## config.mk

```make
export PLATFORM = sky130hd
export DESIGN_NAME = psq_sequencer
export DESIGN_NICKNAME = d
export VERILOG_FILES = /design/src/verilog/psq_pkg.sv /design/src/verilog/psq_stack.sv /design/src/verilog/psq_sequencer.sv
export VERILOG_INCLUDE_DIRS = /design/src /design/src/verilog
export SDC_FILE = /design/constraint.sdc
export NUM_CORES = 1
export LEC_CHECK = 0
export BUFFER_PORTS_ARGS = -buffer_cell sky130_fd_sc_hd__buf_2
export CAP_MARGIN = 20
export CORE_MARGIN = 2
export CORE_UTILIZATION = 60
export CTS_CLUSTER_DIAMETER = 30
export DETAILED_ROUTE_END_ITERATION = 10
export GPL_TIMING_DRIVEN = 0
export PLACE_DENSITY = 0.85
export SLEW_MARGIN = 0
export SYNTH_ARGS = -nofsm -noshare
export SYNTH_HDL_FRONTEND = slang
export SYNTH_SLANG_ARGS = --single-unit
```

## constraint.sdc

```tcl
create_clock -name CLOCK -period 7.9 [get_ports CLOCK]
set_input_delay 0.79 -clock CLOCK [delete_from_list [all_inputs] [get_ports CLOCK]]
set_output_delay 0.79 -clock CLOCK [all_outputs]
set_load 0.01 [all_outputs]
```

## src/verilog/psq_defs.svh

```systemverilog
`ifndef PSQ_DEFS_SVH
`define PSQ_DEFS_SVH

// Program counter widths of the two variants
`define PSQ_PC_W_SMALL       10
`define PSQ_PC_W_LARGE       11

// Return-address stack depths of the two variants
`define PSQ_DEPTH_SMALL      4
`define PSQ_DEPTH_LARGE      8

// Instruction word widths of the two variants
`define PSQ_INSTR_W_SMALL    14
`define PSQ_INSTR_W_LARGE    15

// Width of the software-visible low byte and the page it selects within
`define PSQ_LOW_BYTE_W       8

// Address taken after reset
`define PSQ_RESET_VECTOR     0

// Phases per instruction cycle
`define PSQ_PHASES           4

`endif

```

## src/verilog/psq_pkg.sv

```systemverilog
package psq_pkg;

   // One instruction cycle is four system clocks, one per phase
   typedef enum logic [1:0] {
      PSQ_T1,
      PSQ_T2,
      PSQ_T3,
      PSQ_T4
   } psq_phase_t;

   // Flow-control class reported by the execute unit for the current instruction
   typedef enum logic [2:0] {
      PSQ_OP_NONE,
      PSQ_OP_JUMP,
      PSQ_OP_CALL,
      PSQ_OP_RETURN_SUB,
      PSQ_OP_RETURN_INT,
      PSQ_OP_SKIP,
      PSQ_OP_PC_LOW_WR
   } psq_op_t;

endpackage : psq_pkg

```

## src/verilog/psq_stack.sv

```systemverilog
`timescale 1ns/10ps
`include "psq_defs.svh"

module psq_stack #(
   parameter int DEPTH = `PSQ_DEPTH_SMALL,
   parameter int WIDTH = `PSQ_PC_W_SMALL
) (
   // Clock and reset
   input  wire logic             clk,
   input  wire logic             rst_b,
   // Commands, at most one per cycle
   input  wire logic             push,
   input  wire logic             pop,
   input  wire logic [WIDTH-1:0] push_data,
   // State
   output logic      [WIDTH-1:0] top_data,
   output logic                  full,
   output logic                  empty
);

   localparam int PTR_W = $clog2(DEPTH);

   generate
      if ((DEPTH < 2) || ((1 << PTR_W) != DEPTH)) begin : g_bad_depth
         $error("psq_stack: DEPTH must be a power of two, at least 2");
      end
   endgenerate

   // Entries are never visible to software; only the sequencer touches them
   logic [WIDTH-1:0] mem [DEPTH];
   logic [PTR_W-1:0] ptr_reg;
   logic [PTR_W:0]   count_reg;
   logic             full_reg;
   logic             empty_reg;

   function automatic logic [PTR_W-1:0] ptr_dec(input logic [PTR_W-1:0] p);
      ptr_dec = p - 1'b1;
   endfunction : ptr_dec

   assign top_data = mem[ptr_dec(ptr_reg)];
   assign full     = full_reg;
   assign empty    = empty_reg;

   // Circular storage: a push when full overwrites the oldest saved entry
   always_ff @(posedge clk) begin
      if (push) begin
         mem[ptr_reg] <= push_data; // [RULE17]
      end
   end

   // Pointer starts at the top of the stack
   always_ff @(posedge clk or negedge rst_b) begin
      if (!rst_b) begin
         ptr_reg   <= '0; // [RULE14]
         count_reg <= '0;
         full_reg  <= 1'b0;
         empty_reg <= 1'b1;
      end else if (push) begin
         ptr_reg   <= ptr_reg + 1'b1;
         empty_reg <= 1'b0;
         if (count_reg >= (PTR_W+1)'(DEPTH - 1)) begin
            count_reg <= (PTR_W+1)'(DEPTH); // [RULE16]
            full_reg  <= 1'b1;
         end else begin
            count_reg <= count_reg + 1'b1;
         end
      end else if (pop && !empty_reg) begin
         ptr_reg   <= ptr_dec(ptr_reg);
         count_reg <= count_reg - 1'b1;
         full_reg  <= 1'b0;
         empty_reg <= (count_reg == (PTR_W+1)'(1));
      end
   end

endmodule : psq_stack

```

## src/verilog/psq_sequencer.sv

```systemverilog
`timescale 1ns/10ps
`include "psq_defs.svh"

// Overview of operation
// [RULE1] Four non-overlapping phases from the system clock make one instruction cycle.
// [RULE2] Counter advances at phase one start; fetch happens in phase one, execute after.
// [RULE3] Fetch of next instruction overlaps execution, one instruction per cycle.
// [RULE4] Jumps and calls take two instruction cycles: address, then branch.
// [RULE5] Counter increments by one unless the instruction branches elsewhere.
// [RULE6] Jump, call, interrupt and reset load their destination straight into the counter.
// [RULE7] Taken conditional skip discards the fetched instruction and inserts a dummy cycle.
// [RULE8] Counter is 10 or 11 bits; only its low 8 bits are software visible.
// [RULE9] Low byte readable and writable; a write jumps within the current 256-word page.
// [RULE10] Writing the low byte inserts a dummy cycle to pre-fetch the target.
// [RULE11] Stack holds only counter values, hidden from software, pointer included.
// [RULE12] Call or interrupt acknowledge pushes the counter onto the stack.
// [RULE13] Return from subroutine or interrupt restores the counter from the stack.
// [RULE14] Reset sets the stack pointer to the top of the stack.
// [RULE15] Full stack holds back interrupt acknowledge until a return frees a level.
// [RULE16] A call on a full stack still executes and overflows the stack.
// [RULE17] Overflow loses the earliest saved counter value.
// [RULE18] Stack depth is 4 levels on the small variant, 8 on the large one.
// [RULE19] After reset execution begins at address zero.

module psq_sequencer
   import psq_pkg::*;
#(
   parameter int PC_W    = `PSQ_PC_W_SMALL,
   parameter int DEPTH   = `PSQ_DEPTH_SMALL,
   parameter int INSTR_W = `PSQ_INSTR_W_SMALL
) (
   // Clock and reset
   input  wire logic                       CLOCK,
   input  wire logic                       RST_B,
   // Program memory fetch port
   output logic      [PC_W-1:0]            FETCH_ADDR,
   output logic                            FETCH_EN,
   input  wire logic [INSTR_W-1:0]         INSTR_DATA,
   // Instruction handed to the execute unit
   output psq_phase_t                      PHASE,
   output logic      [INSTR_W-1:0]         INSTR_WORD,
   output logic                            INSTR_VALID,
   output logic      [PC_W-1:0]            EXEC_ADDR,
   // Flow control from the execute unit, sampled in the last phase
   input  wire psq_op_t                    CTRL_OP,
   input  wire logic [PC_W-1:0]            CTRL_TARGET,
   input  wire logic [`PSQ_LOW_BYTE_W-1:0] CTRL_LOW_BYTE,
   // Software view of the counter low byte
   output logic      [`PSQ_LOW_BYTE_W-1:0] PC_LOW_BYTE,
   // Interrupt controller
   input  wire logic                       INT_REQ,
   input  wire logic [PC_W-1:0]            INT_VECTOR,
   output logic                            INT_ACK,
   // Stack status
   output logic                            STACK_FULL,
   output logic                            STACK_OVERFLOW
);

   generate
      if ((PC_W != `PSQ_PC_W_SMALL) && (PC_W != `PSQ_PC_W_LARGE)) begin : g_bad_pc_w
         $error("psq_sequencer: PC_W must be 10 or 11");
      end
      if ((DEPTH != `PSQ_DEPTH_SMALL) && (DEPTH != `PSQ_DEPTH_LARGE)) begin : g_bad_depth
         $error("psq_sequencer: DEPTH must be 4 or 8");
      end
      if (INSTR_W < 1) begin : g_bad_instr_w
         $error("psq_sequencer: INSTR_W must be positive");
      end
   endgenerate

   localparam int PAGE_W = PC_W - `PSQ_LOW_BYTE_W;

   // Phase state
   psq_phase_t                      phase_reg;
   psq_phase_t                      phase_next;

   // Fetch side
   logic       [PC_W-1:0]           pc_reg;
   logic       [PC_W-1:0]           fetch_addr_reg;
   logic                            fetch_en_reg;
   logic       [INSTR_W-1:0]        fetch_buf_reg;

   // Execute side
   logic       [INSTR_W-1:0]        instr_word_reg;
   logic                            instr_valid_reg;
   logic       [PC_W-1:0]           exec_addr_reg;
   logic       [`PSQ_LOW_BYTE_W-1:0] pc_low_byte_reg;

   // Strobes
   logic                            int_ack_reg;
   logic                            overflow_reg;
   logic                            boot_reg;

   // Decision made at the last phase of each instruction cycle
   psq_op_t                         op_eff;
   logic                            at_t4;
   logic                            take_int;
   logic                            flush;
   logic                            stk_push;
   logic                            stk_pop;
   logic       [PC_W-1:0]           stk_push_data;
   logic       [PC_W-1:0]           next_fetch;

   // Stack
   logic       [PC_W-1:0]           stk_top;
   logic                            stk_full;
   logic                            stk_empty;

   // Page-relative target: the page of the executing instruction stays, low byte replaced
   function automatic logic [PC_W-1:0] page_jump(input logic [PC_W-1:0]            base,
                                                 input logic [`PSQ_LOW_BYTE_W-1:0] low);
      page_jump = {base[PC_W-1 -: PAGE_W], low};
   endfunction : page_jump

   // Return-address stack, outside data and program space
   psq_stack #(
      .DEPTH     (DEPTH),
      .WIDTH     (PC_W)
   ) u_stack (
      .clk       (CLOCK),
      .rst_b     (RST_B),
      .push      (stk_push),
      .pop       (stk_pop),
      .push_data (stk_push_data),
      .top_data  (stk_top),
      .full      (stk_full),
      .empty     (stk_empty)
   ); // [RULE11] [RULE18]

   // Phase counter; each phase lasts one system clock
   always_comb begin
      case (phase_reg)
         PSQ_T1:  phase_next = PSQ_T2;
         PSQ_T2:  phase_next = PSQ_T3;
         PSQ_T3:  phase_next = PSQ_T4;
         PSQ_T4:  phase_next = PSQ_T1;
         default: phase_next = PSQ_T1;
      endcase
   end

   // Reset lands in the last phase so the very first edge starts a fetch cycle
   always_ff @(posedge CLOCK or negedge RST_B) begin
      if (!RST_B) begin
         phase_reg <= PSQ_T4;
      end else begin
         phase_reg <= phase_next; // [RULE1]
      end
   end

   // Flow-control decision; a dummy cycle never reports an operation
   always_comb begin
      at_t4         = (phase_reg == PSQ_T4);
      op_eff        = instr_valid_reg ? CTRL_OP : PSQ_OP_NONE;
      take_int      = 1'b0;
      // The cycle leaving reset is a dummy, so address zero is the first to execute
      flush         = boot_reg; // [RULE19]
      stk_push      = 1'b0;
      stk_pop       = 1'b0;
      stk_push_data = fetch_addr_reg;
      next_fetch    = pc_reg; // [RULE5]
      case (op_eff)
         PSQ_OP_JUMP: begin
            next_fetch = CTRL_TARGET; // [RULE6]
            flush      = 1'b1; // [RULE4]
         end
         PSQ_OP_CALL: begin
            // Return address is the word fetched behind the call
            stk_push   = at_t4; // [RULE12] [RULE16]
            next_fetch = CTRL_TARGET; // [RULE6]
            flush      = 1'b1; // [RULE4]
         end
         PSQ_OP_RETURN_SUB, PSQ_OP_RETURN_INT: begin
            stk_pop    = at_t4 && !stk_empty;
            next_fetch = stk_top; // [RULE13]
            flush      = 1'b1;
         end
         PSQ_OP_SKIP: begin
            flush      = 1'b1; // [RULE7]
         end
         PSQ_OP_PC_LOW_WR: begin
            next_fetch = page_jump(exec_addr_reg, CTRL_LOW_BYTE); // [RULE9]
            flush      = 1'b1; // [RULE10]
         end
         default: begin
            // Interrupts enter only after a plain instruction or a dummy cycle, never onto a full stack
            if (INT_REQ && !stk_full && !boot_reg) begin // [RULE15]
               take_int   = at_t4;
               stk_push   = at_t4; // [RULE12]
               next_fetch = INT_VECTOR; // [RULE6]
               flush      = 1'b1;
            end
         end
      endcase
   end

   // Fetch address moves at the start of phase one
   always_ff @(posedge CLOCK or negedge RST_B) begin
      if (!RST_B) begin
         fetch_addr_reg <= PC_W'(`PSQ_RESET_VECTOR); // [RULE19]
      end else if (at_t4) begin
         fetch_addr_reg <= next_fetch; // [RULE2]
      end
   end

   // Program counter runs one word ahead of the fetch address
   always_ff @(posedge CLOCK or negedge RST_B) begin
      if (!RST_B) begin
         pc_reg <= PC_W'(`PSQ_RESET_VECTOR); // [RULE19]
      end else if (at_t4) begin
         pc_reg <= next_fetch + 1'b1; // [RULE2] [RULE5]
      end
   end

   // Fetch strobe covers phase one only
   always_ff @(posedge CLOCK or negedge RST_B) begin
      if (!RST_B) begin
         fetch_en_reg <= 1'b0;
      end else begin
         fetch_en_reg <= at_t4; // [RULE2]
      end
   end

   // Memory word is taken at the end of phase one
   always_ff @(posedge CLOCK or negedge RST_B) begin
      if (!RST_B) begin
         fetch_buf_reg <= '0;
      end else if (phase_reg == PSQ_T1) begin
         fetch_buf_reg <= INSTR_DATA;
      end
   end

   // Fetched word becomes the executing one while the next is fetched
   always_ff @(posedge CLOCK or negedge RST_B) begin
      if (!RST_B) begin
         instr_word_reg <= '0;
      end else if (at_t4) begin
         instr_word_reg <= fetch_buf_reg; // [RULE3]
      end
   end

   // A flushed word still reports its address, but runs as a dummy
   always_ff @(posedge CLOCK or negedge RST_B) begin
      if (!RST_B) begin
         instr_valid_reg <= 1'b0;
      end else if (at_t4) begin
         instr_valid_reg <= !flush; // [RULE7] [RULE10]
      end
   end

   // Address of the executing word
   always_ff @(posedge CLOCK or negedge RST_B) begin
      if (!RST_B) begin
         exec_addr_reg <= '0;
      end else if (at_t4) begin
         exec_addr_reg <= fetch_addr_reg; // [RULE3]
      end
   end

   // Marks the cycle leaving reset; nothing executes or interrupts in it
   always_ff @(posedge CLOCK or negedge RST_B) begin
      if (!RST_B) begin
         boot_reg <= 1'b1;
      end else if (at_t4) begin
         boot_reg <= 1'b0; // [RULE19]
      end
   end

   // Low byte seen by software tracks the instruction in execution
   always_ff @(posedge CLOCK or negedge RST_B) begin
      if (!RST_B) begin
         pc_low_byte_reg <= '0;
      end else if (at_t4) begin
         pc_low_byte_reg <= fetch_addr_reg[`PSQ_LOW_BYTE_W-1:0]; // [RULE8] [RULE9]
      end
   end

   // Acknowledge pulse, one clock, on the edge the vector is loaded
   always_ff @(posedge CLOCK or negedge RST_B) begin
      if (!RST_B) begin
         int_ack_reg <= 1'b0;
      end else begin
         int_ack_reg <= take_int; // [RULE15]
      end
   end

   // Overflow pulse; only a call can reach it since interrupts wait for room
   always_ff @(posedge CLOCK or negedge RST_B) begin
      if (!RST_B) begin
         overflow_reg <= 1'b0;
      end else begin
         overflow_reg <= stk_push && stk_full; // [RULE16] [RULE17]
      end
   end

   // Outputs
   assign FETCH_ADDR     = fetch_addr_reg;
   assign FETCH_EN       = fetch_en_reg;
   assign PHASE          = phase_reg;
   assign INSTR_WORD     = instr_word_reg;
   assign INSTR_VALID    = instr_valid_reg;
   assign EXEC_ADDR      = exec_addr_reg;
   assign PC_LOW_BYTE    = pc_low_byte_reg;
   assign INT_ACK        = int_ack_reg;
   assign STACK_FULL     = stk_full;
   assign STACK_OVERFLOW = overflow_reg;

endmodule : psq_sequencer

```

==> impl_metrics.py <==
metrics = {
    "yosys": {
        "synth_common_cells": "dfrtp_1, edfxtp_1, mux2_2",
        "async_flop_share_pct": 64.29,
        "synth_largest_area_cell": "dfrtp_1",
        "synth_seq_cells": 112,
        "ys_seq_area_share_pct": 56.79,
        "netlist_area_sq_um": 5296,
        "yosys-top-cells-area": "dfrtp_1, edfxtp_1, mux2_2, ha_1, mux4_2",
        "syn_inst": 406,
        "synthFlopType": "dfrtp_1",
        "ys_warn_count": 0,
        "synth_edf_count": 40,
        "synth_cell_types": 59,
        "avgSynthCellArea_sq_um": 13.05,
        "synth_top_area_share_pct": 32.13,
        "synth_most_common_cell": "dfrtp_1",
        "syn_nets": 467,
    },
    "grt": {
        "grt_overflow": 0,
        "grt_max_degree": 73,
        "grt_pass1_vias": 3744,
        "antenna_found_initial": 0,
        "grt_usage_pct": 24.90,
        "grt_pass1_wl_um": 18730,
    },
    "setup_path": {
        "reg2reg_slack_ps": 4980,
        "critPathSlowestCell": "dfrtp_1",
        "worstRegToRegCells": 13,
        "crit_top_cell": "inv_1",
        "path_class": "reg2reg",
        "worst-path-buf-inv": 5,
        "cp.required_ps": 8150,
        "crit_fanout": 10,
        "start_kind": "flip-flop",
        "worstPathArrival_ps": 3170,
        "cp.depth": 13,
        "path_cells": "buf_6 -> inv_1 -> ha_1 -> clkbuf_8 -> mux4_2 -> nand2_1 -> a32o_1 -> inv_1 -> ha_1 -> inv_1 -> nor3_1 -> xor2_1 -> a21oi_1",
        "cp_top_family": "buffers and inverters",
        "slowest_delay_ps": 440,
        "endpoint_kind": "flip-flop",
    },
    "cells_and_area": {
        "drive_gt1_share_pct": 37.72,
        "fin_nets": 573,
        "area_delta_synth_final_pct": 14.98,
        "antenna_cells": 0,
        "num-fill-cells": 594,
        "largest_reg_flops": 40,
    },
    "clock_network": {
        "clock_sinks": 112,
        "path_clk_slew_ps": 110,
        "cts.path.max_buffers": 2,
        "postCtsSetupBuffers": 0,
        "cts_hold_buf": 0,
        "cts_tree": "built",
        "htreeDepth": 3,
        "clk-insertion-delay-late_ps": 380,
        "numCtsBuffers": 9,
        "cts-root-buf": "clkbuf_8",
        "cts_resized": 0,
    },
    "floorplanning": {
        "dieHeight_um": 97.96,
        "start_util_pct": 61.33,
        "rows": 34,
        "die-area_sq_um": 9595,
        "coreArea_sq_um": 8636,
        "dieWidth_um": 97.96,
        "num_io_pins": 97,
    },
    "timing": {
        "finalCritPeriodShare_pct": 36.95,
        "tightest_slew_ps": 913.0,
        "clock.fmax_mhz": 342.5,
        "maxSlewHeadroom_pct": 39.13,
        "fin_crit_ps": 2919,
        "fin_skew_ps": 12.28,
        "drv_slew": 0,
        "hold_ws_ps": 495.1,
        "finalSetupTns_ps": 0,
        "rsz0062_at_grt": "no",
        "hold_viol_final": 0,
        "setup_viol": 0,
    },
    "power_and_ir_drop": {
        "leakagePower_nw": 2.592,
        "max-vdd-ir-drop_uv": 208.8,
        "powerDensity_nw_per_um2": 307.9,
    },
    "drt": {
        "drc": 0,
        "firstDrtPassIters": 6,
        "drt-total-wl_um": 11450,
        "wire_per_inst_um": 18.32,
        "ant_nets": 0,
        "drt_iter0_markers": 238,
        "drt-vias-per-instance": 5.838,
        "via_count": 3649,
    },
    "min_path": {
        "hp-class": "in2async",
    },
    "place": {
        "dp_hpwl_um": 8134,
        "routabilityCongestion": 0.8503,
        "io_buffers": 95,
    },
    "run_status": {
        "status": "completed",
    },
    "job": {
        "maxCapViolations": 0,
    },
}
==> through the flow <==
stage / std cells / utilization (%) / power (mW) / instance area [sq um] / worst slack (ps)
finish: 625 / 70.52 / 1.875 / 6090 / 4981
global route: 625 / 70.52 / 1.981 / 6090 / 4761
CTS: 625 / 70.52 / 1.876 / 6090 / 4985
detailed placement: 609 / 68.43 / 1.558 / 5909 / 4737
global placement: 609 / 68.40 / 1.514 / 5907 / 4839
floorplan: 406 / - / 1.319 / 5296 / 5332
==> power by group <==
part	internal (mW)	switching, mW	leakage, nW
Clock	0.121	0.203	0.0937
Combinational	0.332	0.360	1.31
Sequential	0.734	0.125	1.18
==> kinds of logic (layout without fill, tap and decap cells) <==
family          count (synthesis)  count (layout)  synth area share, %
flops                         112             112                56.79
compound gates                 71              71                8.812
fa+ha+maj                      22              22                4.772
buf+inv                        43             154                4.654
xor+xnor                        5               5               0.8270
simple gates                   94              94                9.497
mux                            59              59                14.65
==> metal layers <==
layer	global-route usage, %	wire length [um]	vias to the layer above
met2	39.78	5587	158
met3	4.653	928	18
met4	10.36	224	0
met1	34.02	4708	1784
met5	0	0	-
li1	-	-	1689
==> path summary, 6_finish.rpt <==
| check | startpoint | endpoint |
|---|---|---|
| worst max-delay path | u_stack.ptr_reg[0]$_DFFE_PN0P_ | pc_reg[4]$_DFFE_PN0P_ |
| worst min register to register | INSTR_WORD[10]$_DFFE_PN0P_ | INSTR_WORD[10]$_DFFE_PN0P_ |
| worst max register to register | u_stack.ptr_reg[0]$_DFFE_PN0P_ | pc_reg[4]$_DFFE_PN0P_ |
| max in group asynchronous | RST_B | pc_reg[1]$_DFFE_PN0P_ |
| min in group CLOCK | INSTR_WORD[10]$_DFFE_PN0P_ | INSTR_WORD[10]$_DFFE_PN0P_ |
| worst min-delay path | RST_B | EXEC_ADDR[7]$_DFFE_PN0P_ |
==> area by class of cell <==
cell class,count,area [sq um],share of cell area (%)
Clock buffer,10,127.6,2.096
Multi-Input combinational cell,251,2042,33.53
Buffer,29,193.9,3.185
Inverter,14,52.55,0.8630
Timing Repair Buffer,95,478.0,7.849
Sequential cell,112,3008,49.39
Clock inverter,6,52.55,0.8630
Tap cell,108,135.1,2.219
==> cells in the final DEF (no fill, tap or decap), types with 6 or more instances in the layout <==
master,count
nand3_1,14
a32o_1,6
a21oi_1,11
clkbuf_1,9
nor3_1,6
clkbuf_8,11
dfrtp_1,68
maj3_1,9
o21ai_0,30
ha_1,13
nand2_1,30
mux4_2,7
nor2_1,17
edfxtp_1,40
mux2_2,39
inv_1,11
buf_2,96
buf_4,11
mux2i_1,10
Note: power is estimated with default switching activity, not from simulation.
